--- config.mk ---
export PLATFORM = sky130hd
export DESIGN_NAME = pcfw_top
export DESIGN_NICKNAME = d
export VERILOG_FILES = /design/src/pcfw_stack_ram.v /design/src/pcfw_fetch.v /design/src/pcfw_top.v
export VERILOG_INCLUDE_DIRS = /design/src
export SDC_FILE = /design/constraint.sdc
export NUM_CORES = 1
export LEC_CHECK = 0
export BUFFER_PORTS_ARGS = -buffer_cell sky130_fd_sc_hd__buf_4
export CORE_MARGIN = 10
export CORE_UTILIZATION = 29
export DETAILED_ROUTE_END_ITERATION = 8
export PLACE_DENSITY = 0.5
export SYNTH_ARGS = -nofsm -noshare
export SYNTH_HDL_FRONTEND = slang
export SYNTH_SLANG_ARGS = --single-unit
--- constraint.sdc ---
create_clock -name pclk -period 4.3 [get_ports pclk]
set_input_delay 0.645 -clock pclk [delete_from_list [all_inputs] [get_ports pclk]]
set_output_delay 0.645 -clock pclk [all_outputs]
set_load 0.02 [all_outputs]
--- src/pcfw_consts.vh ---
// Constants for the program counter, return stack and fetch block
// What this block does
// - Enabled interrupt wake pushes counter onto stack
// - Enabled interrupt wake loads vector 0008h/0018h
// - Wake sets at least one cause flag bit
// - Program fetch bus separate from data bus
// - Counter is 21 bits, byte addresses 2 Mbytes
// - Fetch above implemented memory returns zeros
// - Implemented memory 64 or 128 Kbytes
// - Every reset returns counter to 0000h
// - Counter bit zero held low, steps by two
// - Push increments pointer, then writes counter
// - Stack holds 31 entries, 5-bit pointer
`ifndef PCFW_CONSTS_VH
`define PCFW_CONSTS_VH

// Counter and stack geometry
`define PCFW_PC_W 21
`define PCFW_SP_W 5
`define PCFW_STACK_DEPTH 31
`define PCFW_INSTR_W 16
`define PCFW_FLAG_W 8

// Vectors and step
`define PCFW_RESET_VEC 21'h000000
`define PCFW_HI_VEC 21'h000008
`define PCFW_LO_VEC 21'h000018
`define PCFW_PC_STEP 21'h000002

// Implemented memory sizes in instruction words
`define PCFW_SMALL_WORDS 32768
`define PCFW_LARGE_WORDS 65536

// Register byte addresses
`define PCFW_ADDR_W 8
`define PCFW_REG_CTRL 8'h00
`define PCFW_REG_PC 8'h04
`define PCFW_REG_SP 8'h08
`define PCFW_REG_TOS 8'h0c
`define PCFW_REG_INTC 8'h10
`define PCFW_REG_PIRF 8'h14
`define PCFW_REG_STAT 8'h18

// Control field positions and reset values
`define PCFW_CTRL_HIGH_PRIORITY_GLOBAL_IRQ_ENABLE 0
`define PCFW_CTRL_LOW_PRIORITY_GLOBAL_IRQ_ENABLE 1
`define PCFW_CTRL_LARGE 2
`define PCFW_CTRL_HIGH_PRIORITY_GLOBAL_IRQ_ENABLE_RST 1'b0
`define PCFW_CTRL_LOW_PRIORITY_GLOBAL_IRQ_ENABLE_RST 1'b0

// Status field positions
`define PCFW_STAT_FULL 0
`define PCFW_STAT_OVF 1

// Flag raised when a wake carries no cause
`define PCFW_INTC_UNK_BIT 7

`endif

--- src/pcfw_stack_ram.v ---
// Return address stack storage with registered read
`timescale 1ns/100ps
`default_nettype none
`include "pcfw_consts.vh"

module pcfw_stack_ram #(
  parameter DEPTH = `PCFW_STACK_DEPTH,
  parameter AW = `PCFW_SP_W,
  parameter DW = `PCFW_PC_W
) (
  // Clock and reset
  input wire pclk,
  input wire presetn,
  // Write port
  input wire wr_en,
  input wire [AW-1:0] wr_ptr,
  input wire [DW-1:0] wr_data,
  // Read port
  input wire [AW-1:0] rd_ptr,
  output reg [DW-1:0] rd_data_q
);

  // Entry zero has no storage
  reg [DW-1:0] mem [1:DEPTH];

  always @(posedge pclk) begin
    if (wr_en && (wr_ptr != {AW{1'b0}})) begin
      mem[wr_ptr] <= wr_data;
    end
  end

  always @(posedge pclk or negedge presetn) begin
    if (!presetn) begin
      rd_data_q <= {DW{1'b0}};
    end else if (rd_ptr == {AW{1'b0}}) begin
      rd_data_q <= {DW{1'b0}};
    end else begin
      rd_data_q <= mem[rd_ptr];
    end
  end

endmodule // pcfw_stack_ram
`default_nettype wire

--- src/pcfw_fetch.v ---
// Instruction fetch on the program memory bus
`timescale 1ns/100ps
`default_nettype none
`include "pcfw_consts.vh"

module pcfw_fetch #(
  parameter SMALL_WORDS = `PCFW_SMALL_WORDS,
  parameter LARGE_WORDS = `PCFW_LARGE_WORDS
) (
  // Clock and reset
  input wire pclk,
  input wire presetn,
  // Counter and size select
  input wire [`PCFW_PC_W-1:0] pc,
  input wire mem_large,
  // Program memory bus
  output reg [`PCFW_PC_W-1:0] prog_addr_q,
  output reg prog_rd_q,
  input wire [`PCFW_INSTR_W-1:0] prog_rdata,
  // Fetched instruction
  output reg [`PCFW_INSTR_W-1:0] instr_q,
  output reg instr_valid_q
);

  localparam integer SMALL_BYTES = SMALL_WORDS * 2;
  localparam integer LARGE_BYTES = LARGE_WORDS * 2;

  wire [31:0] pc_ext;
  wire in_range_d;
  reg addr_valid_q;

  assign pc_ext = {11'h000, pc};
  // Size bound by family member
  assign in_range_d = mem_large ? (pc_ext < LARGE_BYTES) :
                                  (pc_ext < SMALL_BYTES);

  always @(posedge pclk or negedge presetn) begin
    if (!presetn) begin
      prog_addr_q <= `PCFW_RESET_VEC;
      prog_rd_q <= 1'b0;
      addr_valid_q <= 1'b0;
      instr_q <= {`PCFW_INSTR_W{1'b0}};
      instr_valid_q <= 1'b0;
    end else begin
      prog_addr_q <= pc;
      prog_rd_q <= in_range_d;
      addr_valid_q <= 1'b1;
      instr_valid_q <= addr_valid_q;
      if (prog_rd_q) begin
        instr_q <= prog_rdata;
      end else begin
        instr_q <= {`PCFW_INSTR_W{1'b0}};
      end
    end
  end

endmodule // pcfw_fetch
`default_nettype wire

--- src/pcfw_top.v ---
// Program counter, wake vectoring and APB registers
`timescale 1ns/100ps
`default_nettype none
`include "pcfw_consts.vh"

module pcfw_top #(
  parameter SMALL_WORDS = `PCFW_SMALL_WORDS,
  parameter LARGE_WORDS = `PCFW_LARGE_WORDS,
  parameter LARGE_RST = 1'b1
) (
  // Clock and reset
  input wire pclk,
  input wire presetn,
  // APB slave
  input wire psel,
  input wire penable,
  input wire pwrite,
  input wire [`PCFW_ADDR_W-1:0] paddr,
  input wire [31:0] pwdata,
  output reg [31:0] prdata_q,
  output reg pready_q,
  output reg pslverr_q,
  // Core sequencing
  input wire fetch_advance,
  input wire wake_req,
  input wire wake_high_prio,
  input wire [`PCFW_FLAG_W-1:0] wake_cause_intc,
  input wire [`PCFW_FLAG_W-1:0] wake_cause_pir,
  output reg [`PCFW_PC_W-1:0] pc_q,
  output reg vector_taken_q,
  // Program memory bus
  output wire [`PCFW_PC_W-1:0] prog_addr_q,
  output wire prog_rd_q,
  input wire [`PCFW_INSTR_W-1:0] prog_rdata,
  output wire [`PCFW_INSTR_W-1:0] instr_q,
  output wire instr_valid_q
);

  // Control and status state
  reg high_priority_global_irq_enable_q;
  reg low_priority_global_irq_enable_q;
  reg mem_large_q;
  reg [`PCFW_SP_W-1:0] sp_q;
  reg stk_full_q;
  reg stk_ovf_q;
  reg [`PCFW_FLAG_W-1:0] intc_q;
  reg [`PCFW_FLAG_W-1:0] pir_q;
  wire [`PCFW_PC_W-1:0] tos_rd;

  // APB decode
  wire apb_done;
  wire apb_wr;
  wire wr_ctrl;
  wire wr_pc;
  wire wr_sp;
  wire wr_tos;
  wire wr_intc;
  wire wr_pirf;
  wire wr_stat;
  reg [31:0] rdata_d;
  reg mapped_d;

  assign apb_done = psel & penable & pready_q;
  assign apb_wr = apb_done & pwrite;
  assign wr_ctrl = apb_wr & (paddr == `PCFW_REG_CTRL);
  assign wr_pc = apb_wr & (paddr == `PCFW_REG_PC);
  assign wr_sp = apb_wr & (paddr == `PCFW_REG_SP);
  assign wr_tos = apb_wr & (paddr == `PCFW_REG_TOS);
  assign wr_intc = apb_wr & (paddr == `PCFW_REG_INTC);
  assign wr_pirf = apb_wr & (paddr == `PCFW_REG_PIRF);
  assign wr_stat = apb_wr & (paddr == `PCFW_REG_STAT);

  // Wake vectoring
  wire any_gie;
  wire push;
  wire push_room;
  wire [`PCFW_SP_W-1:0] sp_inc;
  wire [`PCFW_PC_W-1:0] vec_d;
  wire [`PCFW_FLAG_W-1:0] intc_set;
  wire [`PCFW_FLAG_W-1:0] pir_set;
  wire no_cause;

  assign any_gie = high_priority_global_irq_enable_q | low_priority_global_irq_enable_q;
  assign push = wake_req & any_gie;
  assign push_room = (sp_q != `PCFW_STACK_DEPTH);
  assign sp_inc = sp_q + {{(`PCFW_SP_W-1){1'b0}}, 1'b1};
  assign vec_d = wake_high_prio ? `PCFW_HI_VEC : `PCFW_LO_VEC;
  assign no_cause = (wake_cause_intc == {`PCFW_FLAG_W{1'b0}}) &&
                    (wake_cause_pir == {`PCFW_FLAG_W{1'b0}});
  assign intc_set = wake_req ?
    (wake_cause_intc |
     ({{(`PCFW_FLAG_W-1){1'b0}}, no_cause} << `PCFW_INTC_UNK_BIT)) :
    {`PCFW_FLAG_W{1'b0}};
  assign pir_set = wake_req ? wake_cause_pir : {`PCFW_FLAG_W{1'b0}};

  // Stack write steering
  wire stk_wr;
  wire [`PCFW_SP_W-1:0] stk_wr_ptr;
  wire [`PCFW_PC_W-1:0] stk_wr_data;

  // Push writes current counter at the incremented pointer
  assign stk_wr = (push & push_room) | wr_tos;
  assign stk_wr_ptr = (push & push_room) ? sp_inc : sp_q;
  assign stk_wr_data = (push & push_room) ? pc_q :
                       {pwdata[`PCFW_PC_W-1:1], 1'b0};

  pcfw_stack_ram #(
    .DEPTH(`PCFW_STACK_DEPTH),
    .AW(`PCFW_SP_W),
    .DW(`PCFW_PC_W)
  ) u_stack (
    .pclk(pclk),
    .presetn(presetn),
    .wr_en(stk_wr),
    .wr_ptr(stk_wr_ptr),
    .wr_data(stk_wr_data),
    .rd_ptr(sp_q),
    .rd_data_q(tos_rd)
  );

  pcfw_fetch #(
    .SMALL_WORDS(SMALL_WORDS),
    .LARGE_WORDS(LARGE_WORDS)
  ) u_fetch (
    .pclk(pclk),
    .presetn(presetn),
    .pc(pc_q),
    .mem_large(mem_large_q),
    .prog_addr_q(prog_addr_q),
    .prog_rd_q(prog_rd_q),
    .prog_rdata(prog_rdata),
    .instr_q(instr_q),
    .instr_valid_q(instr_valid_q)
  );

  // Program counter
  always @(posedge pclk or negedge presetn) begin
    if (!presetn) begin
      pc_q <= `PCFW_RESET_VEC;
      vector_taken_q <= 1'b0;
    end else begin
      vector_taken_q <= push;
      if (push) begin
        pc_q <= vec_d;
      end else if (wr_pc) begin
        pc_q <= {pwdata[`PCFW_PC_W-1:1], 1'b0};
      end else if (fetch_advance) begin
        pc_q <= pc_q + `PCFW_PC_STEP;
      end
    end
  end

  // Stack pointer and stack status
  always @(posedge pclk or negedge presetn) begin
    if (!presetn) begin
      sp_q <= {`PCFW_SP_W{1'b0}};
      stk_full_q <= 1'b0;
      stk_ovf_q <= 1'b0;
    end else begin
      if (push & push_room) begin
        sp_q <= sp_inc;
      end else if (wr_sp) begin
        sp_q <= pwdata[`PCFW_SP_W-1:0];
      end
      if (push & (sp_inc == `PCFW_STACK_DEPTH)) begin
        stk_full_q <= 1'b1;
      end else if (wr_stat & pwdata[`PCFW_STAT_FULL]) begin
        stk_full_q <= 1'b0;
      end
      if (push & ~push_room) begin
        stk_ovf_q <= 1'b1;
      end else if (wr_stat & pwdata[`PCFW_STAT_OVF]) begin
        stk_ovf_q <= 1'b0;
      end
    end
  end

  // Control and cause flags, set wins over clear
  always @(posedge pclk or negedge presetn) begin
    if (!presetn) begin
      high_priority_global_irq_enable_q <= `PCFW_CTRL_HIGH_PRIORITY_GLOBAL_IRQ_ENABLE_RST;
      low_priority_global_irq_enable_q <= `PCFW_CTRL_LOW_PRIORITY_GLOBAL_IRQ_ENABLE_RST;
      mem_large_q <= 1'b0;
      intc_q <= {`PCFW_FLAG_W{1'b0}};
      pir_q <= {`PCFW_FLAG_W{1'b0}};
    end else begin
      if (wr_ctrl) begin
        high_priority_global_irq_enable_q <= pwdata[`PCFW_CTRL_HIGH_PRIORITY_GLOBAL_IRQ_ENABLE];
        low_priority_global_irq_enable_q <= pwdata[`PCFW_CTRL_LOW_PRIORITY_GLOBAL_IRQ_ENABLE];
        mem_large_q <= pwdata[`PCFW_CTRL_LARGE];
      end else if (!(psel | penable) && (mem_large_q != LARGE_RST) &&
                   !vector_taken_q && (sp_q == {`PCFW_SP_W{1'b0}}) &&
                   (pc_q == `PCFW_RESET_VEC) && !instr_valid_q) begin
        mem_large_q <= LARGE_RST;
      end
      intc_q <= (intc_q & ~(wr_intc ? pwdata[`PCFW_FLAG_W-1:0] :
                 {`PCFW_FLAG_W{1'b0}})) | intc_set;
      pir_q <= (pir_q & ~(wr_pirf ? pwdata[`PCFW_FLAG_W-1:0] :
                {`PCFW_FLAG_W{1'b0}})) | pir_set;
    end
  end

  // Read mux
  always @* begin
    rdata_d = 32'h00000000;
    mapped_d = 1'b1;
    if (paddr == `PCFW_REG_CTRL) begin
      rdata_d[`PCFW_CTRL_HIGH_PRIORITY_GLOBAL_IRQ_ENABLE] = high_priority_global_irq_enable_q;
      rdata_d[`PCFW_CTRL_LOW_PRIORITY_GLOBAL_IRQ_ENABLE] = low_priority_global_irq_enable_q;
      rdata_d[`PCFW_CTRL_LARGE] = mem_large_q;
    end else if (paddr == `PCFW_REG_PC) begin
      rdata_d[`PCFW_PC_W-1:0] = pc_q;
    end else if (paddr == `PCFW_REG_SP) begin
      rdata_d[`PCFW_SP_W-1:0] = sp_q;
    end else if (paddr == `PCFW_REG_TOS) begin
      rdata_d[`PCFW_PC_W-1:0] = tos_rd;
    end else if (paddr == `PCFW_REG_INTC) begin
      rdata_d[`PCFW_FLAG_W-1:0] = intc_q;
    end else if (paddr == `PCFW_REG_PIRF) begin
      rdata_d[`PCFW_FLAG_W-1:0] = pir_q;
    end else if (paddr == `PCFW_REG_STAT) begin
      rdata_d[`PCFW_STAT_FULL] = stk_full_q;
      rdata_d[`PCFW_STAT_OVF] = stk_ovf_q;
    end else begin
      mapped_d = 1'b0;
    end
  end

  // APB answer, one wait state
  always @(posedge pclk or negedge presetn) begin
    if (!presetn) begin
      pready_q <= 1'b0;
      pslverr_q <= 1'b0;
      prdata_q <= 32'h00000000;
    end else begin
      pready_q <= psel & penable & ~pready_q;
      if (psel & penable & ~pready_q) begin
        pslverr_q <= ~mapped_d;
        prdata_q <= pwrite ? 32'h00000000 : rdata_d;
      end else begin
        pslverr_q <= 1'b0;
        prdata_q <= 32'h00000000;
      end
    end
  end

endmodule // pcfw_top
`default_nettype wire

-- Yosys cells after proc, flatten, opt, wreduce, memory -nomap -nowiden
Memories as Yosys holds them, arrays and structs flattened.
Cells that the tools add are included.
- register bits: 143
- bits in writable memories: 651
- output and inout port bits: 95
- logic and storage cells: 128
- memories: 1
- add/sub/neg operators: 2
- $lt $le $gt $ge: 2
- eq/ne operators: 8
- mux-type cells: 44
- bitwise logic cells: 31
- reductions and logical operators: 21
- memories (memory ; words ; bits a word ; read ports ; clocked after Yosys merged registers in ; wr ports ; line ; text):
    u_stack.mem ; 31 ; 21 ; 1 ; 0 ; 1 ; pcfw_stack_ram.v:24 ; reg [DW-1:0] mem [1:DEPTH];
- operators with widths (operator ; number):
    $mux W21 ; 8
    $mux W8 ; 6
    $mux W16 ; 2
    $mux W5 ; 5
    $eq A8 B5 Y1 const B ; 3
    $logic_not A8 Y1 ; 3
    $or A8 B8 Y8 ; 3
    $add A21 B2 Y21 const B ; 1
    $logic_not A21 Y1 ; 1
    $lt A21 B17 Y1 const B ; 1
    $lt A21 B18 Y1 const B ; 1
    $mux W18 ; 1
    $and A1 B1 Y1 ; 17
    $mux W1 ; 17
    $and A8 B8 Y8 ; 2
    $eq A8 B4 Y1 const B ; 2
    $not A8 Y8 ; 2
    $mux W13 ; 1
    $eq A8 B3 Y1 const B ; 1
    $reduce_bool A2 Y1 ; 4
    $logic_and A1 B1 Y1 ; 7
    $mux W6 ; 1
    $add A5 B1 Y5 const B ; 1
    $eq A5 B5 Y1 const B ; 1
    9 further kinds ; 17

-- Logic depth before layout (Yosys ltp)
Gate-level depths: netlist (run 1).
- depth in word-level cells: 10
- mapped depth: 11
- depth with buffers taken out: 7

-- Cells and area by module
Synthesis (run 1) repeated with hierarchy kept, for this count alone.
- cells, all modules: 1739
- area, all modules: 31076.1 um^2
- modules (own cells, without submodules) (module ; instances ; cells an instance ; area each (um^2) ; sequential area each (um^2)):
    pcfw_stack_ram ; 1 ; 1188 ; 25673.4 ; 20074.3
    pcfw_top ; 1 ; 490 ; 4277.9 ; 1751.7
    pcfw_fetch ; 1 ; 61 ; 1124.8 ; 1001.0

-- Worst setup path after synthesis (run 1)
No wires, ideal clock.
- kind: register to register
- from: register sp_q[2]
- to: memory u_stack.mem[15][0] (netlist name), enable pin
- library setup time: 0.399 ns
- arrival time: 3.353 ns
- path slack: 0.549 ns
- stages on the path, launching flop included: 10
- period minus slack after synthesis: 3.751 ns
- cells stage by stage: dfrtp_1 clkbuf_1 clkbuf_1 clkbuf_1 and3_1 ha_1 a2111oi_0 a31oi_1 or2_2 nor2_1
- longest elaborated chain between the ends: 7
- elaborated cells on any way between the ends: 9
- classes of those cells: 1 x add/sub; 1 x eq/ne; 3 x mux; 2 x bitwise; 2 x reduce/logical
- ends and longest elaborated chain (element ; line ; text):
    from (decl) ; pcfw_top.v:43 ; reg [`PCFW_SP_W-1:0] sp_q;
    from (signal assigned) ; pcfw_top.v:156 ; sp_q <= {`PCFW_SP_W{1'b0}};
    from (signal assigned) ; pcfw_top.v:161 ; sp_q <= sp_inc;
    from (signal assigned) ; pcfw_top.v:163 ; sp_q <= pwdata[`PCFW_SP_W-1:0];
    parallel branches: the longest is 7 deep, another holds $add A5 B1 Y5 ; - ;
    to (decl) ; pcfw_stack_ram.v:24 ;
Parallel ways; which one is timed is not known.

-- Final worst setup path (run 1)
- from: register sp_q[0]
- to: memory u_stack.mem[31][18] (netlist name), enable pin
Same word-level chain as after synthesis.

==> results of run 1 <==
-- metal layers --
metal	wire, µm	up-vias
li1	-	7762
met2	40000	592
met4	2500	0
met5	0	-
met1	40000	9149
met3	4850	112
-- cell families after synthesis --
| kind of cell | Yosys count | synth area share |
|---|---|---|
| simple gates | 376 | 0.0572 |
| other cells | 2 | 0.000243 |
| xor+xnor | 22 | 0.00623 |
| compound gates | 294 | 0.0681 |
| flops | 781 | 0.738 |
| buf+inv | 133 | 0.0207 |
| mux | 238 | 0.108 |
| fa+ha+maj | 5 | 0.00202 |
-- placed cells by master, fill, tap and decap left out, drive strengths merged, types with 37 or more instances in the layout --
cell	count
conb	45
buf	254
mux2i	159
clkbuf	104
nand2	125
a22oi	73
clkinv	37
dfrtp	130
mux4	75
edfxtp	651
nor2	99
-- report_power, final --
group          internal [mW]  leakage (nW)  switching (mW)
sequential              8.31          7.49           0.159
combinational          0.476          3.60           0.764
clock                   3.82          1.25            2.89
total                   12.6          12.3            3.81
-- sequential cells by signal, indices dropped and copies added, names as in the netlist, 5 cells and up --
signal	flops
u_stack.mem	651
prdata_q	21
u_stack.rd_data_q	21
pc_q	20
u_fetch.prog_addr_q	20
u_fetch.instr_q	16
intc_q	8
pir_q	8
sp_q	5
-- final cells by class --
cell class,instances,share of cell area
multi-input combinational,980,0.210
sequential,781,0.620
inverter,11,0.00112
antenna,1,0.0000680
clock buffer,104,0.0612
clock inverter,40,0.00789
tap,1391,0.0473
timing repair buffer,254,0.0526
-- through the flow --
step                power [mW]  instances  setup WS, ps  hold slack, ps  cell area (µm²)
floorplan                 9.29       1894           549             331            31100
global placement          9.86       3417           661             342            34300
detailed placement        9.87       3417           610             340            34300
CTS                       16.6       3561           715            59.7            36800
global route              17.0       3561           546            98.2            36800
finish                    16.4       3562           672            19.1            36800
-- worst paths after layout --
path,from,endpoint,slack [ps],cells after the start
max,sp_q[0],u_stack.mem[31][18],670,9
min,presetn,u_fetch.instr_valid_q,20,1
max reg2reg,sp_q[0],u_stack.mem[31][18],670,9
min reg2reg,u_fetch.addr_valid_q,u_fetch.instr_valid_q,350,0
max in group asynchronous,presetn,u_fetch.instr_q[12],3380,2
min in group pclk,wake_high_prio,pc_q[4],200,2
==> summary.txt, run 1 <==
Run status
  – Status: finished clean

Setup path
  – Crit Path Category: reg -> reg
  – Crit path arrival time: 3960 ps
  – Startpoint Class: flop
  – Crit path max fanout: 21
  – Required time worst endpoint: 4630 ps
  – Slowest CP cell: a31oi_1
  – CP Cell Sequence: ha_1 > and3_1 > ha_1 > or2b_2 > and3_1 > a31oi_1 > buf_4 > nor2_2 > buf_4
  – Critical Path Max Stage Delay: 640 ps
  – Family with the most delay on the worst path: simple AND/OR/NAND/NOR gates
  – Crit. End Element: flop
  – CP bufs+invs: 2

Synthesis
  – Count of cell types in the netlist: 62
  – Area contributors post-synth: edfxtp_1, dfrtp_1, mux4_2, mux2i_1, a22oi_1
  – Commonest cells in the netlist: edfxtp_1, mux2i_1, dfrtp_1
  – #FFs+latches synth: 781
  – Area leader, netlist: edfxtp_1
  – Post-synth top area share: 0.633
  – Post-synth ARST share: 0.166
  – Number of enable flip-flop cells after synthesis: 651
  – Synthesized area: 30900 µm²
  – Syn_area_per_cell: 16.7 µm²
  – Seq/Total Area, Yosys: 0.738
  – Warnings from Yosys: 0
  – Main flop type after synthesis: edfxtp_1
  – Dominant cell by count in the synthesized netlist: edfxtp_1
  – Mapped Cells: 1851

Layout
  – Register area: 22800 µm²
  – Layout Nets: 2194
  – Final Util: 0.349
  – Layout cell share with drive strength beyond 1: 0.231
  – Area delta synth->final: 19.1%
  – Fill count: 10020
  – Multi-input gate area in the final layout: 7730 µm²

Routing
  – Vias per Instance: 4.95
  – Routed vias: 17615
  – Total Wirelength: 87400 µm
  – Drt first pass iters: 5
  – DRC errors left: 0
  – Final antenna-violating net count: 0
  – Initial DRC count: 1510
  – Wirelength per Cell: 24.5 µm

Placed design
  – Dpl hpwl: 55400 µm
  – Routability congestion estimate: 0.829
  – Port bufs: 150

CTS
  – Total CTS buffers: 81
  – Root buffer cell: clkbuf_16
  – Skew-Pair Late Insertion Delay: 640 ps
  – Clk slew on worst S/H paths: 60 ps
  – # hold bufs at CTS: 0
  – CTS tree: yes
  – Post-CTS Setup Bufs: 0
  – CTS max path bufs: 3
  – Cts repair resizes: 0
  – Clk sinks: 781
  – H-tree Lvls: 3

Global routing
  – First-pass GRT wire length: 127000 µm
  – Met1 layer usage reported by global route: 0.199
  – Antenna violations before repair: 1
  – GR Util met2: 0.221
  – Met3 usage: 0.0233
  – Total grt overflow: 0
  – GR peak layer: met2
  – Number of global-route vias before repair: 18037
  – Largest net degree at the start of global routing: 122
  – GR Util All Layers: 0.142

Die
  – Num rows: 119
  – Die width: 346 µm
  – IO Count: 175
  – Core ar.: 106000 µm²
  – Initial Utilization: 0.293
  – DIE AREA: 120000 µm²
  – Die Y: 346 µm

STA
  – Worst-Margin Slew: 1360 ps
  – Final Hold Fails: 0
  – Fmax: 276 MHz
  – Slew headroom: 0.0691
  – Final setup violation count: 0
  – RSZ-0062 raised after global routing: no
  – Minimum clock period after layout: 3630 ps
  – Setup TNS: 0 ps
  – Clk_skew: 29.2 ps
  – Max Slew Vio Count: 0
  – Final period utilization: 0.844

Pwr
  – P_leak: 12.3 nW
  – Peak supply drop: 295 µV
  – PD cells: 446 nW/µm²

Run
  – MaxCap Viol Count: 0

Min path
  – Worst Hold Class: in -> async
Power figures use the tool's default switching activity.
==> run 2: changes to the inputs <==
- PLACE_DENSITY: 0.5 -> 0.51
- clock period: 4.3 -> 3.3 ns (I/O delays scaled with it)
==> run 2 against run 1 <==
Against the previous run:
- global-route usage about the same
- first-iteration DRC count is 2.1% lower
- routed wire length is 0.11% higher
- sequential share of layout area shrank 1.3 points
- cell area rose by 2.1%
- fmax grew 13%
- sequential cell count stayed put
- highest routed layer unchanged
==> summary.txt, run 2 (same netlist as run 1, synthesis figures left out) <==
Layout
  – Layout cell share with drive strength beyond 1: 0.243 (was 0.231)
  – Largest reg by FF count: u_stack.mem (unchanged)
  – Area delta synth->final: 21.6% (was 19.1%)
  – Top flop regs: u_stack.mem (651), prdata_q (21), u_stack.rd_data_q (21) (unchanged)
  – Largest register FFs: 651 (unchanged)
  – Commonest non-fill, non-tap cells in the layout: edfxtp_1, buf_4, mux2i_1 (unchanged)
  – Layout Nets: 2239 (was 2194)
  – Most common cell after layout, fill and taps aside: edfxtp_1 (unchanged)
  – Fill count: 9929 (was 10020)

STA
  – Final setup violation count: 0 (unchanged)
  – Worst-Margin Slew: 1070 ps (was 1360 ps)
  – Final Hold Fails: 0 (unchanged)
  – Final period utilization: 0.970 (was 0.844)
  – Max Slew Vio Count: 0 (unchanged)
  – Fmax: 313 MHz (was 276 MHz)
  – Clk_skew: 30.2 ps (was 29.2 ps)
  – Worst Hold Slack: 55.3 ps (was 19.1 ps)
  – Minimum clock period after layout: 3200 ps (was 3630 ps)
  – RSZ-0062 raised after global routing: no (unchanged)
  – Setup WS post-layout: 101 ps (was 672 ps)
  – Slew headroom: 0.287 (was 0.0691)

CTS
  – CTS tree: yes (unchanged)
  – Clk sinks: 781 (unchanged)
  – Post-CTS Setup Bufs: 0 (unchanged)
  – Clk slew on worst S/H paths: 70 ps (was 60 ps)
  – Cts repair resizes: 0 (unchanged)
  – Total CTS buffers: 81 (unchanged)
  – H-tree Lvls: 3 (unchanged)
  – Skew-Pair Late Insertion Delay: 630 ps (was 640 ps)
  – # hold bufs at CTS: 1 (was 0)
  – CTS max path bufs: 3 (unchanged)
  – Root buffer cell: clkbuf_16 (unchanged)

Run status
  – Status: finished clean (unchanged)

Setup path
  – Crit Path Category: reg -> reg (unchanged)
  – Crit path arrival time: 3570 ps (was 3960 ps)
  – Crit path max fanout: 21 (unchanged)
  – Crit. End Element: flop (unchanged)
  – Required time worst endpoint: 3670 ps (was 4630 ps)
  – Flop-to-flop setup slack: 100 ps (was 670 ps)
  – Slowest CP cell: a2bb2oi_1 (was a31oi_1)
  – Critical Path Max Stage Delay: 850 ps (was 640 ps)
  – CP Cell Sequence: ha_1 > and3_1 > ha_1 > buf_4 > o21ai_0 > o22a_1 > a2bb2oi_1 > nor2_2 > buf_12 (was ha_1 > and3_1 > ha_1 > or2b_2 > and3_1 > a31oi_1 > buf_4 > nor2_2 > buf_4)
  – Startpoint Class: flop (unchanged)
  – Top cell by count, worst path: ha_1

Pwr
  – PD cells: 576 nW/µm² (was 446 nW/µm²)
  – Peak supply drop: 328 µV (was 295 µV)
  – P_leak: 12.7 nW (was 12.3 nW)

Routing
  – Vias per Instance: 4.97 (was 4.95)
  – Wirelength per Cell: 24.3 µm (was 24.5 µm)
  – DRC errors left: 0 (unchanged)
  – Initial DRC count: 1479 (was 1510)
  – Drt first pass iters: 6 (was 5)
  – Total Wirelength: 87500 µm (was 87400 µm)
  – Routed vias: 17919 (was 17615)
  – Final antenna-violating net count: 0 (unchanged)

Min path
  – Worst Hold Class: in -> reg (was in -> async)

Placed design
  – Port bufs: 150 (unchanged)
  – Dpl hpwl: 55800 µm (was 55400 µm)
  – Pre-CTS worst setup slack: 179 ps (was 610 ps)
  – Routability congestion estimate: 0.843 (was 0.829)

Global routing
  – Antenna violations before repair: 0 (was 1)
  – Number of global-route vias before repair: 18239 (was 18037)
  – Total grt overflow: 0 (unchanged)
  – First-pass GRT wire length: 128000 µm (was 127000 µm)
  – Largest net degree at the start of global routing: 75 (was 122)
  – GR Util All Layers: 0.142 (about the same)

Die
  – Die width: 346 µm (unchanged)
  – DIE AREA: 120000 µm² (unchanged)
  – Core ar.: 106000 µm² (unchanged)
  – Num rows: 119 (unchanged)
  – Initial Utilization: 0.293 (unchanged)
  – IO Count: 175 (unchanged)
  – Die Y: 346 µm (unchanged)

Run
  – MaxCap Viol Count: 0 (unchanged)
[run 2: cell types whose count changed in the layout (fill, tap and decap cells not counted), moves of 3 or more]
cell	previous run	this run
clkbuf_1	13	22
clkinv_8	4	1
buf_12	2	32
clkinv_2	17	11
buf_4	251	265
bufinv_16	2	6
[run 2: worst max-delay path: cells and delay by family, from the launching register on]
kind	cells	cell delay, ps
AO/OA/AOI/OAI	3	1350
flip-flops	1	490
AND/OR/NAND/NOR	2	310
adder cells (fa/ha/maj)	2	400
buffers and inverters	2	380
[run 2: layer usage]
layer	GRT usage	part of all wire
met1	0.193	0.44
met3	0.0249	0.062
met2	0.232	0.47
met5	0	0
met4	0.0388	0.021
[run 2: stage by stage]
| stage | std cells | power [mW] | setup TNS (ps) | utilization | cell area, µm² |
|---|---|---|---|---|---|
| floorplan | 1894 | 12.1 | -118990 | - | 31100 |
| global placement | 3461 | 12.9 | 0 | 0.331 | 35000 |
| detailed placement | 3461 | 12.9 | 0 | 0.331 | 35000 |
| CTS | 3608 | 21.9 | 0 | 0.356 | 37600 |
| global route | 3608 | 22.4 | 0 | 0.356 | 37600 |
| finish | 3609 | 21.6 | 0 | 0.356 | 37600 |
[run 2: worst paths after layout]
check	start	end	depth (start not counted)
setup / recovery	sp_q[1]	u_stack.mem[25][18]	9
hold / removal	wake_high_prio	pc_q[4]	2
setup reg to reg	sp_q[1]	u_stack.mem[25][18]	9
hold reg to reg	u_fetch.addr_valid_q	u_fetch.instr_valid_q	0
max in group asynchronous	presetn	u_fetch.prog_addr_q[16]	3
min in group asynchronous	presetn	pc_q[2]	2
[run 2: cell type report]
| cell class | count | area, µm² | share of cell area |
|---|---|---|---|
| Sequential cell | 781 | 22800 | 0.607 |
| Timing Repair Buffer | 299 | 2650 | 0.0706 |
| Antenna cell | 1 | 2.50 | 0.0000666 |
| Tap cell | 1391 | 1740 | 0.0463 |
| Multi-Input combinational cell | 980 | 7740 | 0.206 |
| Clock inverter | 33 | 317 | 0.00842 |
| Clock buffer | 113 | 2270 | 0.0605 |
| Inverter | 11 | 41.3 | 0.00110 |
[run 2: where the power goes]
group | switching, mW | leakage (nW) | internal (mW)
logic | 0.997 | 3.90 | 0.644
registers | 0.202 | 7.49 | 10.8
clock network | 3.69 | 1.27 | 5.27
==> run 3: changes to the inputs <==
- BUFFER_PORTS_ARGS: -buffer_cell sky130_fd_sc_hd__buf_4 -> -buffer_cell sky130_fd_sc_hd__buf_2
- GPL_TIMING_DRIVEN: unset -> 0
==> run 3 against run 2 <==
Against the previous run:
- non-clock buffer count up 70
- combinational power rose by 12%
- global-route usage is 1.9 points higher
- sequential share of layout area fell by 1.9 points
- first-iteration DRC count up 35%
- critical path depth up 1
- critical endpoint is now u_stack.rd_data_q[12]
==> summary.txt, run 3 (same netlist as run 1, synthesis figures left out) <==
Setup path
  – Required time worst endpoint: 3760 ps (was 3670 ps)
  – Crit. End Element: flop (unchanged)
  – Top cell by count, worst path: clkbuf_4 (was ha_1)
  – Critical Path Max Stage Delay: 420 ps (was 850 ps)
  – Slowest CP cell: dfrtp_1 (was a2bb2oi_1)
  – Crit path arrival time: 3730 ps (was 3570 ps)
  – Crit Path Category: reg -> reg (unchanged)
  – Startpoint Class: flop (unchanged)
  – Crit path max fanout: 10 (was 21)
  – CP Cell Sequence: clkbuf_4 > buf_6 > clkbuf_4 > inv_1 > ha_1 > nor2b_2 > a21oi_4 > and3_2 > a22oi_2 > nand4_1 (was ha_1 > and3_1 > ha_1 > buf_4 > o21ai_0 > o22a_1 > a2bb2oi_1 > nor2_2 > buf_12)

Layout
  – Commonest non-fill, non-tap cells in the layout: edfxtp_1, buf_2, mux2i_1 (was edfxtp_1, buf_4, mux2i_1)
  – Layout Nets: 2334 (was 2239)
  – Area delta synth->final: 25.4% (was 21.6%)
  – Most common cell after layout, fill and taps aside: edfxtp_1 (unchanged)
  – Final Util: 0.367 (was 0.356)
  – Multi-input gate area in the final layout: 8550 µm² (was 7740 µm²)
  – Register area: 22800 µm² (about the same)
  – Fill count: 9761 (was 9929)
  – Largest reg by FF count: u_stack.mem (unchanged)
  – Top flop regs: u_stack.mem (651), prdata_q (21), u_stack.rd_data_q (21) (unchanged)
  – Layout cell share with drive strength beyond 1: 0.282 (was 0.243)
  – Largest register FFs: 651 (unchanged)

Global routing
  – First-pass GRT wire length: 142000 µm (was 128000 µm)
  – Antenna violations before repair: 4 (was 0)
  – Total grt overflow: 0 (unchanged)
  – Largest net degree at the start of global routing: 78 (was 75)
  – Number of global-route vias before repair: 19349 (was 18239)
  – GR Util All Layers: 0.161 (was 0.142)

CTS
  – Root buffer cell: clkbuf_16 (unchanged)
  – Clk slew on worst S/H paths: 60 ps (was 70 ps)
  – CTS tree: yes (unchanged)
  – Total CTS buffers: 82 (was 81)
  – H-tree Lvls: 3 (unchanged)
  – CTS max path bufs: 3 (unchanged)
  – Clk sinks: 781 (unchanged)
  – Skew-Pair Late Insertion Delay: 640 ps (was 630 ps)

Routing
  – Initial DRC count: 1998 (was 1479)
  – Routed vias: 19168 (was 17919)
  – Total Wirelength: 99500 µm (was 87500 µm)
  – Final antenna-violating net count: 0 (unchanged)
  – Wirelength per Cell: 26.8 µm (was 24.3 µm)
  – Drt first pass iters: 5 (was 6)
  – DRC errors left: 0 (unchanged)
  – Vias per Instance: 5.17 (was 4.97)

STA
  – Worst-Margin Slew: 1300 ps (was 1070 ps)
  – Final Hold Fails: 0 (unchanged)
  – RSZ-0062 raised after global routing: no (unchanged)
  – Minimum clock period after layout: 3270 ps (was 3200 ps)
  – Worst Hold Slack: 73.1 ps (was 55.3 ps)
  – Max Slew Vio Count: 0 (unchanged)
  – Clk_skew: 24.4 ps (was 30.2 ps)
  – Final setup violation count: 0 (unchanged)
  – Fmax: 306 MHz (was 313 MHz)
  – Setup WS post-layout: 34.2 ps (was 101 ps)
  – Slew headroom: 0.126 (was 0.287)
  – Setup TNS: 0 ps (unchanged)
  – Final period utilization: 0.990 (was 0.970)

Die
  – DIE AREA: 120000 µm² (unchanged)
  – Die width: 346 µm (unchanged)
  – Initial Utilization: 0.293 (unchanged)
  – Core ar.: 106000 µm² (unchanged)
  – Die Y: 346 µm (unchanged)
  – Num rows: 119 (unchanged)
  – IO Count: 175 (unchanged)

Run
  – MaxCap Viol Count: 0 (unchanged)

Placed design
  – Dpl hpwl: 63000 µm (was 55800 µm)
  – Port bufs: 145 (was 150)
  – Pre-CTS worst setup slack: -2690 ps (was 179 ps)
  – Routability congestion estimate: 0.887 (was 0.843)

Pwr
  – P_leak: 13.0 nW (was 12.7 nW)
  – Peak supply drop: 346 µV (was 328 µV)
  – PD cells: 560 nW/µm² (was 576 nW/µm²)

Min path
  – Worst Hold Class: in -> reg (unchanged)

Run status
  – Status: finished clean (unchanged)
## run 3: cell count changes in the layout (fill, tap and decap cells not counted), moves of 7 or more
cell and change:
buf_4 -209, buf_2 +171, nor2_4 +51, clkbuf_1 +30, nor2_2 -27, buf_12 +21
nand2_1 -21, clkbuf_2 +17, nand2_4 +17, clkinv_2 +8, a2111oi_0 -7, a31oi_1 -7
## run 3: metal layers
layer | track usage | vias up | share of wire
li1 | - | 8086 | -
met1 | 0.215 | 9970 | 0.42
met2 | 0.256 | 920 | 0.46
met3 | 0.0299 | 192 | 0.080
met4 | 0.0698 | 0 | 0.041
met5 | 0 | - | 0
## run 3: repair_timing
item / CTS / global route
setup endpoints to repair: 1299 / 870
hold endpoints to repair: 53 / 0
hold buffers: 1 / 0
resized for setup: 179 / 24
pin swaps: 37 / 12
gates cloned: 24 / 0
buffers inserted: 75 / 16
## run 3: area by class of cell
type	count	area share
sequential	781	0.589
multi-input combinational	1004	0.221
clock buffer	106	0.0596
timing repair buffer	249	0.0586
tap	1391	0.0449
buffer	120	0.0189
clock inverter	44	0.00759
inverter	11	0.00107
antenna	1	0.0000646
## run 3: final timing paths
| check | cells after the start | endpoint | slack (ps) | startpoint |
|---|---|---|---|---|
| setup reg to reg | 10 | u_stack.rd_data_q[12] | 30 | sp_q[1] |
| setup / recovery | 10 | u_stack.rd_data_q[12] | 30 | sp_q[1] |
| hold reg to reg | 0 | u_fetch.instr_valid_q | 350 | u_fetch.addr_valid_q |
| min in group asynchronous | 2 | pc_q[7] | 400 | presetn |
| hold / removal | 2 | pc_q[4] | 70 | wake_high_prio |
| max in group asynchronous | 3 | u_fetch.instr_q[14] | 2140 | presetn |
## run 3: through the flow
stage | instances | power, mW | cell area [µm²]
2_1_floorplan | 1894 | 12.1 | 31100
3_3_place_gp | 3430 | 12.9 | 33600
3_5_place_dp | 3442 | 12.9 | 33900
4_1_cts | 3690 | 21.9 | 38400
5_1_grt | 3706 | 22.4 | 38700
6_report | 3707 | 21.7 | 38700
## run 3: worst max-delay path: cells and delay by family, from the launching register on
kind | cells | cell delay, ps
and+or+nand+nor | 3 | 860
adders and majority gates | 1 | 320
AOI/OAI and AO/OA | 2 | 570
DFF | 1 | 420
buffers and inverters | 4 | 910
## run 3: where the power goes
part / switching, mW / internal (mW) / leakage, nW
Combinational: 1.24 / 0.587 / 4.26
Sequential: 0.117 / 10.8 / 7.49
Clock: 3.82 / 5.12 / 1.30
